## config.mk

```make
export PLATFORM = sky130hd
export DESIGN_NAME = adc_ctrl_top
export DESIGN_NICKNAME = d
export VERILOG_FILES = /design/src/adc_ctrl_pkg.sv /design/src/adc_oversampler.sv /design/src/adc_readout_shifter.sv /design/src/adc_ctrl_top.sv
export VERILOG_INCLUDE_DIRS = /design/src /design/src/src
export SDC_FILE = /design/constraint.sdc
export NUM_CORES = 2
export LEC_CHECK = 0
export BUFFER_PORTS_ARGS = -buffer_cell sky130_fd_sc_hd__buf_4
export CAP_MARGIN = 15
export CORE_ASPECT_RATIO = 1.1
export CORE_MARGIN = 4
export CORE_UTILIZATION = 40
export CTS_BUF_LIST = sky130_fd_sc_hd__clkbuf_16
export CTS_CLUSTER_DIAMETER = 50
export DETAILED_ROUTE_END_ITERATION = 6
export REMOVE_ABC_BUFFERS = 1
export SYNTH_ARGS = -nofsm -noshare
export SYNTH_HDL_FRONTEND = slang
export SYNTH_SLANG_ARGS = --single-unit
```

## constraint.sdc

```tcl
create_clock -name clk -period 9.56 [get_ports clk]
set_clock_uncertainty 0.2 [all_clocks]
set_input_delay 0.956 -clock clk [delete_from_list [all_inputs] [get_ports clk]]
set_output_delay 0.956 -clock clk [all_outputs]
set_load 0.005 [all_outputs]
```

## src/adc_ctrl_regs.svh

```systemverilog
// Constants for the converter control and readout block
// How it works
// - Oversampling 1/4/16/64 gives 16 to 19 bits
// - Unipolar straight binary, pseudobipolar twos complement
// - Core delivers sixteen-bit raw results
// - Per-channel offset and gain corrections applied
// - Convert start honoured only in conversion mode
// - Convert start rising edge samples channel when idle; edges during a conversion are flagged as missed
// - Zeros shifted out until oversampled result ready
// - Autocycle ignores input, internal timer triggers conversions
// - Single lane uses primary output; dual/quad add lanes
// - Dual lane: busy/alert pin zero is lane one, the second data lane
// - Boost raises buffer current; set with enable
// - Readout uses four-wire SPI in mode three
// - Busy low once the oversampled result is ready, high at start
`ifndef ADC_CTRL_REGS_SVH
`define ADC_CTRL_REGS_SVH

`define CHANNELS            8
`define CHAN_BITS           3
`define CORE_BITS           16
`define RESULT_BITS         19
`define FRAME_BITS          20
`define ACC_BITS            22
`define COUNT_BITS          7
`define GAIN_BITS           16
`define GAIN_UNITY_SHIFT    15
`define CORE_CODE_MAX       16'hffff
`define OSR_CODE_1          2'h0
`define OSR_CODE_4          2'h1
`define OSR_CODE_16         2'h2
`define OSR_CODE_64         2'h3
`define OSR_COUNT_1         7'h01
`define OSR_COUNT_4         7'h04
`define OSR_COUNT_16        7'h10
`define OSR_COUNT_64        7'h40
`define CLK_PERIOD_NS       10
`define AUTOCYCLE_PERIOD_NS 1000
`define AUTOCYCLE_CYCLES    (`AUTOCYCLE_PERIOD_NS / `CLK_PERIOD_NS)
`define TIMER_BITS          12

`endif

```

## src/adc_ctrl_pkg.sv

```systemverilog
// Types and shared decoding for the converter control block
`include "adc_ctrl_regs.svh"
package adc_ctrl_pkg;
  typedef enum logic [1:0] {LANE_SINGLE, LANE_DUAL, LANE_QUAD} lane_mode_e;
  typedef enum logic {CONV_IDLE, CONV_BUSY} conv_state_e;

  // Number of core samples summed per result
  function automatic logic [`COUNT_BITS-1:0] osr_count(input logic [1:0] code);
    logic [`COUNT_BITS-1:0] n;
    n = `OSR_COUNT_1;
    case (code)
      `OSR_CODE_4:  n = `OSR_COUNT_4;
      `OSR_CODE_16: n = `OSR_COUNT_16;
      `OSR_CODE_64: n = `OSR_COUNT_64;
      default:      n = `OSR_COUNT_1;
    endcase
    return n;
  endfunction
endpackage

```

## src/adc_oversampler.sv

```systemverilog
// Per-channel accumulate and decimate with resolution extension
`timescale 1ns/1ps
`default_nettype none
module adc_oversampler
  import adc_ctrl_pkg::*;
(
  input  wire logic                     clk,
  input  wire logic                     rst_n,
  input  wire logic                     ce,
  input  wire logic                     sample_valid,
  input  wire logic [`CHAN_BITS-1:0]    channel,
  input  wire logic [1:0]               osr_code,
  input  wire logic [`CORE_BITS-1:0]    sample,
  output logic                          result_valid,
  output logic [`RESULT_BITS-1:0]       result,
  output logic [1:0]                    result_osr
);
  logic [`ACC_BITS-1:0]   acc_reg [`CHANNELS];
  logic [`COUNT_BITS-1:0] cnt_reg [`CHANNELS];
  logic [`ACC_BITS-1:0]   sum;
  logic [`COUNT_BITS-1:0] cnt_inc;
  logic                   last;
  logic [`ACC_BITS-1:0]   decimated;

  assign sum     = acc_reg[channel] + `ACC_BITS'(sample);
  assign cnt_inc = cnt_reg[channel] + `COUNT_BITS'(1);
  assign last    = (cnt_inc >= osr_count(osr_code));
  // Sum of 4^k samples shifted by k leaves 16+k bits
  assign decimated = sum >> osr_code;

  genvar g;
  generate
    for (g = 0; g < `CHANNELS; g++) begin : g_chan
      always_ff @(posedge clk or negedge rst_n) begin
        if (!rst_n) begin
          acc_reg[g] <= '0;
          cnt_reg[g] <= '0;
        end else if (ce && sample_valid && channel == `CHAN_BITS'(g)) begin
          acc_reg[g] <= last ? '0 : sum;
          cnt_reg[g] <= last ? '0 : cnt_inc;
        end
      end
    end
  endgenerate

  always_ff @(posedge clk or negedge rst_n) begin
    if (!rst_n) begin
      result_valid <= 1'b0;
      result       <= '0;
      result_osr   <= `OSR_CODE_1;
    end else if (ce) begin
      result_valid <= sample_valid && last;
      if (sample_valid && last) begin
        result     <= decimated[`RESULT_BITS-1:0];
        result_osr <= osr_code;
      end
    end
  end
endmodule
`default_nettype wire

```

## src/adc_readout_shifter.sv

```systemverilog
// SPI mode 3 result shifter over one, two or four data lanes
`timescale 1ns/1ps
`default_nettype none
module adc_readout_shifter
  import adc_ctrl_pkg::*;
(
  input  wire logic                   clk,
  input  wire logic                   rst_n,
  input  wire logic                   ce,
  input  wire logic                   cs_b,
  input  wire logic                   sck,
  input  wire lane_mode_e             lane_mode,
  input  wire logic [`FRAME_BITS-1:0] load_word,
  output logic                        frame_start,
  output logic [3:0]                  lanes,
  output logic [3:0]                  lanes_oe
);
  logic                   cs_b_prev_reg;
  logic                   sck_prev_reg;
  logic [`FRAME_BITS-1:0] shift_reg;
  logic [`FRAME_BITS-1:0] shift_next;
  logic                   sck_fall;
  logic [3:0]             active_lanes;

  // MSB leaves on lane zero, the next bits on the higher lanes
  function automatic logic [3:0] lane_bits(input logic [3:0] top);
    return {top[0], top[1], top[2], top[3]};
  endfunction

  assign frame_start = cs_b_prev_reg && !cs_b;
  // Mode 3: clock idles high, data moves on the falling edge
  assign sck_fall    = sck_prev_reg && !sck && !cs_b;
  assign shift_next  = (lane_mode == LANE_QUAD) ? (shift_reg << 4) :
                       (lane_mode == LANE_DUAL) ? (shift_reg << 2) : (shift_reg << 1);
  assign active_lanes = (lane_mode == LANE_QUAD) ? 4'hf :
                        (lane_mode == LANE_DUAL) ? 4'h3 : 4'h1;

  always_ff @(posedge clk or negedge rst_n) begin
    if (!rst_n) begin
      cs_b_prev_reg <= 1'b1;
      sck_prev_reg  <= 1'b1;
      shift_reg     <= '0;
      lanes         <= '0;
      lanes_oe      <= '0;
    end else if (ce) begin
      cs_b_prev_reg <= cs_b;
      sck_prev_reg  <= sck;
      if (frame_start) begin
        shift_reg <= load_word;
        lanes     <= lane_bits(load_word[`FRAME_BITS-1 -: 4]) & active_lanes;
      end else if (sck_fall) begin
        shift_reg <= shift_next;
        lanes     <= lane_bits(shift_next[`FRAME_BITS-1 -: 4]) & active_lanes;
      end
      lanes_oe <= cs_b ? 4'h0 : active_lanes;
    end
  end
endmodule
`default_nettype wire

```

## src/adc_ctrl_top.sv

```systemverilog
// Convert triggering, correction, coding and readout of a multiplexed converter
`timescale 1ns/1ps
`default_nettype none
module adc_ctrl_top
  import adc_ctrl_pkg::*;
(
  input  wire logic                             clk,
  input  wire logic                             rst_b,
  input  wire logic                             clk_en,
  input  wire logic                             conversion_mode,
  input  wire logic                             autocycle_en,
  input  wire logic                             convert_start_input,
  input  wire logic [`CHAN_BITS-1:0]            channel_sel,
  input  wire logic [2*`CHANNELS-1:0]           oversampling_ratio,
  input  wire logic [`CHANNELS-1:0]             bipolar_mode,
  input  wire logic [`CORE_BITS*`CHANNELS-1:0]  offset_cfg,
  input  wire logic [`GAIN_BITS*`CHANNELS-1:0]  gain_cfg,
  input  wire lane_mode_e                       lane_mode,
  input  wire logic                             ref_buffer_on,
  input  wire logic                             ref_buffer_passthrough,
  input  wire logic                             ref_buffer_high_current,
  input  wire logic                             core_done,
  input  wire logic [`CORE_BITS-1:0]            core_data,
  input  wire logic                             cs_b,
  input  wire logic                             sck,
  output logic                                  core_start,
  output logic [`CHAN_BITS-1:0]                 core_channel,
  output logic                                  busy,
  output logic                                  missed_trigger,
  output logic                                  serial_data_lane,
  output logic                                  serial_data_lane_oe,
  output logic                                  busy_alert_gpio_zero,
  output logic                                  busy_alert_gpio_zero_oe,
  output logic [1:0]                            upper_data_lanes,
  output logic [1:0]                            upper_data_lanes_oe,
  output logic                                  ref_buf_enable,
  output logic                                  ref_buf_bypass,
  output logic                                  ref_buf_boost
);
  // ----------
  // Reset release
  // ----------
  logic [1:0] rst_sync_reg;
  logic       rst_n;

  always_ff @(posedge clk or negedge rst_b) begin
    if (!rst_b) begin
      rst_sync_reg <= 2'h0;
    end else begin
      rst_sync_reg <= {rst_sync_reg[0], 1'b1};
    end
  end
  assign rst_n = rst_sync_reg[1];

  // ----------
  // Per-channel configuration lookup
  // ----------
  function automatic logic [1:0] chan_osr(input logic [`CHAN_BITS-1:0] ch,
                                          input logic [2*`CHANNELS-1:0] cfg);
    return cfg[2*ch +: 2];
  endfunction

  function automatic logic [15:0] chan_word(input logic [`CHAN_BITS-1:0] ch,
                                            input logic [16*`CHANNELS-1:0] cfg);
    return cfg[16*ch +: 16];
  endfunction

  // ----------
  // Convert start selection
  // ----------
  logic                   cnv_prev_reg;
  logic [`TIMER_BITS-1:0] timer_reg;
  logic [`TIMER_BITS-1:0] timer_next;
  logic                   timer_tick;
  logic                   cnv_rise;
  logic                   trigger;
  conv_state_e            state_reg;
  conv_state_e            state_next;

  assign cnv_rise   = convert_start_input && !cnv_prev_reg;
  assign timer_tick = (timer_reg == `TIMER_BITS'(`AUTOCYCLE_CYCLES - 1));
  assign timer_next = (!conversion_mode || !autocycle_en || timer_tick) ?
                      '0 : timer_reg + `TIMER_BITS'(1);
  // Register configuration mode drops every trigger; autocycle masks the pin
  assign trigger = conversion_mode &&
                   (autocycle_en ? timer_tick : cnv_rise);

  always_ff @(posedge clk or negedge rst_n) begin
    if (!rst_n) begin
      cnv_prev_reg <= 1'b0;
      timer_reg    <= '0;
    end else if (clk_en) begin
      cnv_prev_reg <= convert_start_input;
      timer_reg    <= timer_next;
    end
  end

  // ----------
  // Conversion sequencing
  // ----------
  logic                  start_now;
  logic                  missed_next;
  logic [`CHAN_BITS-1:0] active_ch_reg;

  // A trigger landing mid-conversion cannot be sampled; it is flagged instead
  assign start_now   = trigger && (state_reg == CONV_IDLE);
  assign missed_next = (trigger && state_reg == CONV_BUSY) ||
                       (missed_trigger && !start_now);

  always_comb begin
    state_next = state_reg;
    unique case (state_reg)
      CONV_IDLE: begin
        if (start_now) begin
          state_next = CONV_BUSY;
        end
      end
      CONV_BUSY: begin
        if (core_done) begin
          state_next = CONV_IDLE;
        end
      end
    endcase
  end

  always_ff @(posedge clk or negedge rst_n) begin
    if (!rst_n) begin
      state_reg      <= CONV_IDLE;
      core_start     <= 1'b0;
      active_ch_reg  <= '0;
      missed_trigger <= 1'b0;
    end else if (clk_en) begin
      state_reg      <= state_next;
      core_start     <= start_now;
      missed_trigger <= missed_next;
      if (start_now) begin
        active_ch_reg <= channel_sel;
      end
    end
  end
  assign core_channel = active_ch_reg;

  // ----------
  // Offset and gain correction
  // ----------
  logic [`CHAN_BITS-1:0]    ch;
  logic [31:0]              gain_product;
  logic signed [18:0]       scaled;
  logic signed [18:0]       offset_ext;
  logic signed [18:0]       corrected;
  logic [`CORE_BITS-1:0]    corrected_sat;

  assign ch           = active_ch_reg;
  // Gain is unsigned with unity at the top bit; offset is signed in core LSBs
  assign gain_product = 32'(core_data) * 32'(chan_word(ch, gain_cfg));
  assign scaled       = $signed({2'b00, gain_product[`GAIN_UNITY_SHIFT +: 17]});
  assign offset_ext   = 19'($signed(chan_word(ch, offset_cfg)));
  assign corrected    = scaled + offset_ext;
  // Clip rather than wrap so a large correction cannot fold full scale to zero
  assign corrected_sat = corrected[18] ? '0 :
                         (corrected > 19'sd65535) ? `CORE_CODE_MAX :
                         corrected[`CORE_BITS-1:0];

  // ----------
  // Oversampling
  // ----------
  logic                    os_valid;
  logic [`RESULT_BITS-1:0] os_result;
  logic [1:0]              os_osr;

  adc_oversampler u_oversampler (
    .clk          (clk),
    .rst_n        (rst_n),
    .ce           (clk_en),
    .sample_valid (core_done && state_reg == CONV_BUSY),
    .channel      (ch),
    .osr_code     (chan_osr(ch, oversampling_ratio)),
    .sample       (corrected_sat),
    .result_valid (os_valid),
    .result       (os_result),
    .result_osr   (os_osr)
  );

  // -------------------------------------------------------------------------
  // Output coding and result holding
  // -------------------------------------------------------------------------
  logic [`RESULT_BITS-1:0] sign_bit;
  logic [`RESULT_BITS-1:0] coded;
  logic [`FRAME_BITS-1:0]  aligned;
  logic [`FRAME_BITS-1:0]  result_word_reg;
  logic                    fresh_reg;
  logic                    frame_start;
  logic [`FRAME_BITS-1:0]  load_word;

  // Result width is 16 + osr code; flipping its top bit gives twos complement
  assign sign_bit = `RESULT_BITS'(1) << (`CORE_BITS - 1 + os_osr);
  assign coded    = bipolar_mode[ch] ? (os_result ^ sign_bit) : os_result;
  assign aligned  = `FRAME_BITS'(coded) << (`FRAME_BITS - `CORE_BITS - os_osr);
  // Frames that start before a new result is ready carry zeros
  assign load_word = fresh_reg ? result_word_reg : '0;

  always_ff @(posedge clk or negedge rst_n) begin
    if (!rst_n) begin
      result_word_reg <= '0;
      fresh_reg       <= 1'b0;
    end else if (clk_en) begin
      if (os_valid) begin
        result_word_reg <= aligned;
      end
      // A result arriving with the frame start survives for the next frame
      fresh_reg <= os_valid || (fresh_reg && !frame_start);
    end
  end

  // -------------------------------------------------------------------------
  // Busy indicator
  // -------------------------------------------------------------------------
  // Held high across partial oversampling steps so the host reads only once
  always_ff @(posedge clk or negedge rst_n) begin
    if (!rst_n) begin
      busy <= 1'b0;
    end else if (clk_en) begin
      if (start_now) begin
        busy <= 1'b1;
      end else if (os_valid) begin
        busy <= 1'b0;
      end
    end
  end

  // -------------------------------------------------------------------------
  // Serial readout lanes
  // -------------------------------------------------------------------------
  logic [3:0] lanes;
  logic [3:0] lanes_oe;
  logic       multi_lane;

  adc_readout_shifter u_shifter (
    .clk         (clk),
    .rst_n       (rst_n),
    .ce          (clk_en),
    .cs_b        (cs_b),
    .sck         (sck),
    .lane_mode   (lane_mode),
    .load_word   (load_word),
    .frame_start (frame_start),
    .lanes       (lanes),
    .lanes_oe    (lanes_oe)
  );

  assign multi_lane          = (lane_mode != LANE_SINGLE);
  assign serial_data_lane    = lanes[0];
  assign serial_data_lane_oe = lanes_oe[0];
  // Pin zero carries busy unless it is claimed as the second data lane
  assign busy_alert_gpio_zero    = multi_lane ? lanes[1] : busy;
  assign busy_alert_gpio_zero_oe = multi_lane ? lanes_oe[1] : 1'b1;
  assign upper_data_lanes        = lanes[3:2];
  assign upper_data_lanes_oe     = lanes_oe[3:2];

  // -------------------------------------------------------------------------
  // Reference buffer controls
  // -------------------------------------------------------------------------
  // Boost only matters while the buffer drives; passthrough follows its input alone
  always_ff @(posedge clk or negedge rst_n) begin
    if (!rst_n) begin
      ref_buf_enable <= 1'b0;
      ref_buf_bypass <= 1'b0;
      ref_buf_boost  <= 1'b0;
    end else if (clk_en) begin
      ref_buf_enable <= ref_buffer_on;
      ref_buf_bypass <= ref_buffer_passthrough;
      ref_buf_boost  <= ref_buffer_high_current && ref_buffer_on;
    end
  end
endmodule
`default_nettype wire

```

==> impl_metrics.toml <==
[critical_path]
cp_data_arrival_time_ns = 11.41
crit_path_max_fanout = 8
crit_path_max_incr_delay_ns = 0.56
criticalPathCategory = "reg2reg"
reg2reg_setup_slack_ns = -1.61
critPathRequiredTime_ns = 9.80
critical_path.slowest_cell = "sky130_fd_sc_hd__fa_1"
critical-path-top-cell-by-count = "sky130_fd_sc_hd__buf_4"
crit_path_end_kind = "flip-flop"
reg2reg_depth = 47
setup.worst_path.start_class = "flip-flop"

[drt]
post_detailed_route_wirelength_per_cell_um = 18.4
drtIter0Drc = 1188
ant_nets = 0
routed_wl_um = 82200
first_pass_detailed_route_iteration_total = 5
drcViolationCount = 0
via_count = 23500
avgViaCountPerCell = 5.26

[synth]
synth_area_per_cell_um2 = 9.38
netlist-cell-type-count = 77
synth_top_cell_area_share = 0.291
synth_edf_count = 0
synth_top_cells_by_area = "sky130_fd_sc_hd__dfrtp_1 (29%), sky130_fd_sc_hd__fa_1 (14%), sky130_fd_sc_hd__mux4_2 (8.8%)"
ys_ff_latch = 328
synth_top_cells_by_count = "sky130_fd_sc_hd__nand2_1 (625), sky130_fd_sc_hd__dfrtp_1 (326), sky130_fd_sc_hd__inv_1 (263), sky130_fd_sc_hd__o21ai_0 (259), sky130_fd_sc_hd__fa_1 (195)"
synth_seq_area_share = 0.293
async_flop_share = 1.00
synth_area_um2 = 28000
synth_area_leader_cell = "sky130_fd_sc_hd__dfrtp_1"
synthCells = 2988
yosysMostFrequentCell = "sky130_fd_sc_hd__nand2_1"
synth_flop_cell = "sky130_fd_sc_hd__dfrtp_1"
synth_warnings = 0

[hold_path]
hold_depth = 0
worst_hold_path_type = "reg2reg"

[timing]
worst_slew_margin_rel = 0.149
final-hold-violation-count = 0
fin_crit_ns = 11.17
worst-slew-pin-transition_ns = 1.28
worst_slack_ns = -1.61
min_period_over_period = 1.17
setup_failing_eps_final = 195
fmax_mhz = 89.5
final_max_slew_viol_count = 0
rsz0062_at_grt = "true"

[place]
placement.cell_area_um2 = 33400
io_buffer_count = 329
dp_hpwl_um = 62000
place_congestion = 0.869

[status]
status = "complete, but fails checks"
violations = "negative setup slack"

[cts]
cts_tree = "done"
worst_skew_pair.late_latency_ns = 0.55
cts-root-to-sink-buffers = 3
tritoncts.num_buffers = 39
clk_root_buffer_cell = "sky130_fd_sc_hd__clkbuf_16"
htreeDepth = 2
cts.sinks = 328
clk_pin_slew_worst_paths_ns = 0.06

[global_routing]
global_route.usage.met2 = 0.393
grt_start_max_net_pins = 156
grt_pass1_vias = 24600
wire_length_of_the_first_global_routing_pass_um = 133000
globalRoute.totalOverflow = 0
groute.usage.overall = 0.221
grt_use_met3 = 0.0263
most_crowded_layer_after_global_routing = "met2"
routing_usage_on_met1 = 0.282
antenna_found_initial = 0

[die]
chipWidth_um = 260
core_area_um2 = 69300
std_cell_rows = 101
chipHeight_um = 286
total_die_area_um2 = 74300
io_pins = 330
initial_utilization = 0.405

[final_layout]
postLayoutCoreUtil = 0.525
area_delta_synth_final_pct = 29.9
finish.net_count = 4171
final_cell_area_um2 = 36400
multi_input_logic_area_um2 = 19300
fraction_of_layout_cells_with_a_size_suffix_above_1 = 0.325
antennaDiodeCount = 0
layout.filler_cells = 6467
number_of_flip_flops_under_the_largest_register_name = 176
area.sequential_um2 = 8230

[flow_run]
drv_cap = 0
## kinds of logic after synthesis
| family | Yosys count | share of synthesized area |
|---|---|---|
| adder cells (fa/ha/maj) | 348 | 0.208 |
| multiplexers | 226 | 0.132 |
| buffers and inverters | 455 | 0.0647 |
| AND/OR/NAND/NOR | 993 | 0.155 |
| other | 1 | 0.000134 |
| flip-flops | 328 | 0.293 |
| AO/OA/AOI/OAI | 574 | 0.127 |
| XOR/XNOR | 63 | 0.0200 |
## timing repair
| action | 4_1_cts | 5_1_grt |
|---|---|---|
| pin swaps | 112 | 90 |
| gates resized for setup | 240 | 202 |
| setup buffers | 26 | 15 |
| gates cloned | 3 | 0 |
| setup endpoints to repair | 195 | 195 |
| hold buffers | 1 | 0 |
| endpoints found under the hold margin | 2 | 0 |
## path summary, 6_finish.rpt
kind                                                   from                                    end
worst max-delay path            core_channel[0]$_DFFE_PN0P_   u_oversampler.result[12]$_DFFE_PN0P_
worst min-delay path              rst_sync_reg[0]$_DFF_PN0_              rst_sync_reg[1]$_DFF_PN0_
worst max register to register  core_channel[0]$_DFFE_PN0P_   u_oversampler.result[12]$_DFFE_PN0P_
worst min register to register    rst_sync_reg[0]$_DFF_PN0_              rst_sync_reg[1]$_DFF_PN0_
max in group asynchronous         rst_sync_reg[1]$_DFF_PN0_  u_oversampler.cnt_reg[11]$_DFFE_PN0P_
min in group asynchronous         rst_sync_reg[1]$_DFF_PN0_                              async pin
## metrics by stage
step | hold slack, ns | setup WS (ns) | instances | TNS (ns)
4_1_cts | 0.151 | -1.60 | 4453 | -238.76
2_1_floorplan | 0.131 | -7.57 | 2799 | -1502.19
3_3_place_gp | 0.134 | -2.36 | 4358 | -375.12
6_report | 0.150 | -1.61 | 4466 | -230.19
3_5_place_dp | 0.138 | -2.43 | 4358 | -383.97
5_1_grt | 0.166 | -2.12 | 4466 | -321.65
## placed cells by master, fill, tap and decap left out, drive strengths merged, types with 44 or more instances in the layout
cell type,count
nand2,625
o21ai,278
nor2,109
mux2i,65
dfrtp,326
a21oi,74
mux2,51
mux4,110
fa,195
ha,153
and2,78
o31ai,44
inv,272
nor2b,61
buf,668
## per-layer routing
layer	vias up	wire (µm)
li1	11200	-
met1	11700	34500
met2	435	41700
met3	123	3310
met4	0	2650
met5	-	0
## critical path: cells and delay by family, from the launching register on
| family | cells | cell delay (ns) |
|---|---|---|
| simple gates | 11 | 1.77 |
| buf+inv | 12 | 1.87 |
| xor+xnor | 1 | 0.18 |
| flops | 1 | 0.53 |
| mux | 2 | 0.56 |
| compound gates | 11 | 1.94 |
| fa+ha+maj | 10 | 4.03 |
## cell type report
cell class	count	area share
Tap cell	927	0.0319
Timing Repair Buffer	670	0.150
Sequential cell	328	0.226
Clock inverter	30	0.00698
Multi-Input combinational cell	2205	0.531
Inverter	266	0.0275
Clock buffer	40	0.0275
Power is left out: the tool's default activity adds up to more than one toggle a clock period on the data nets, which glitch-free logic cannot reach.
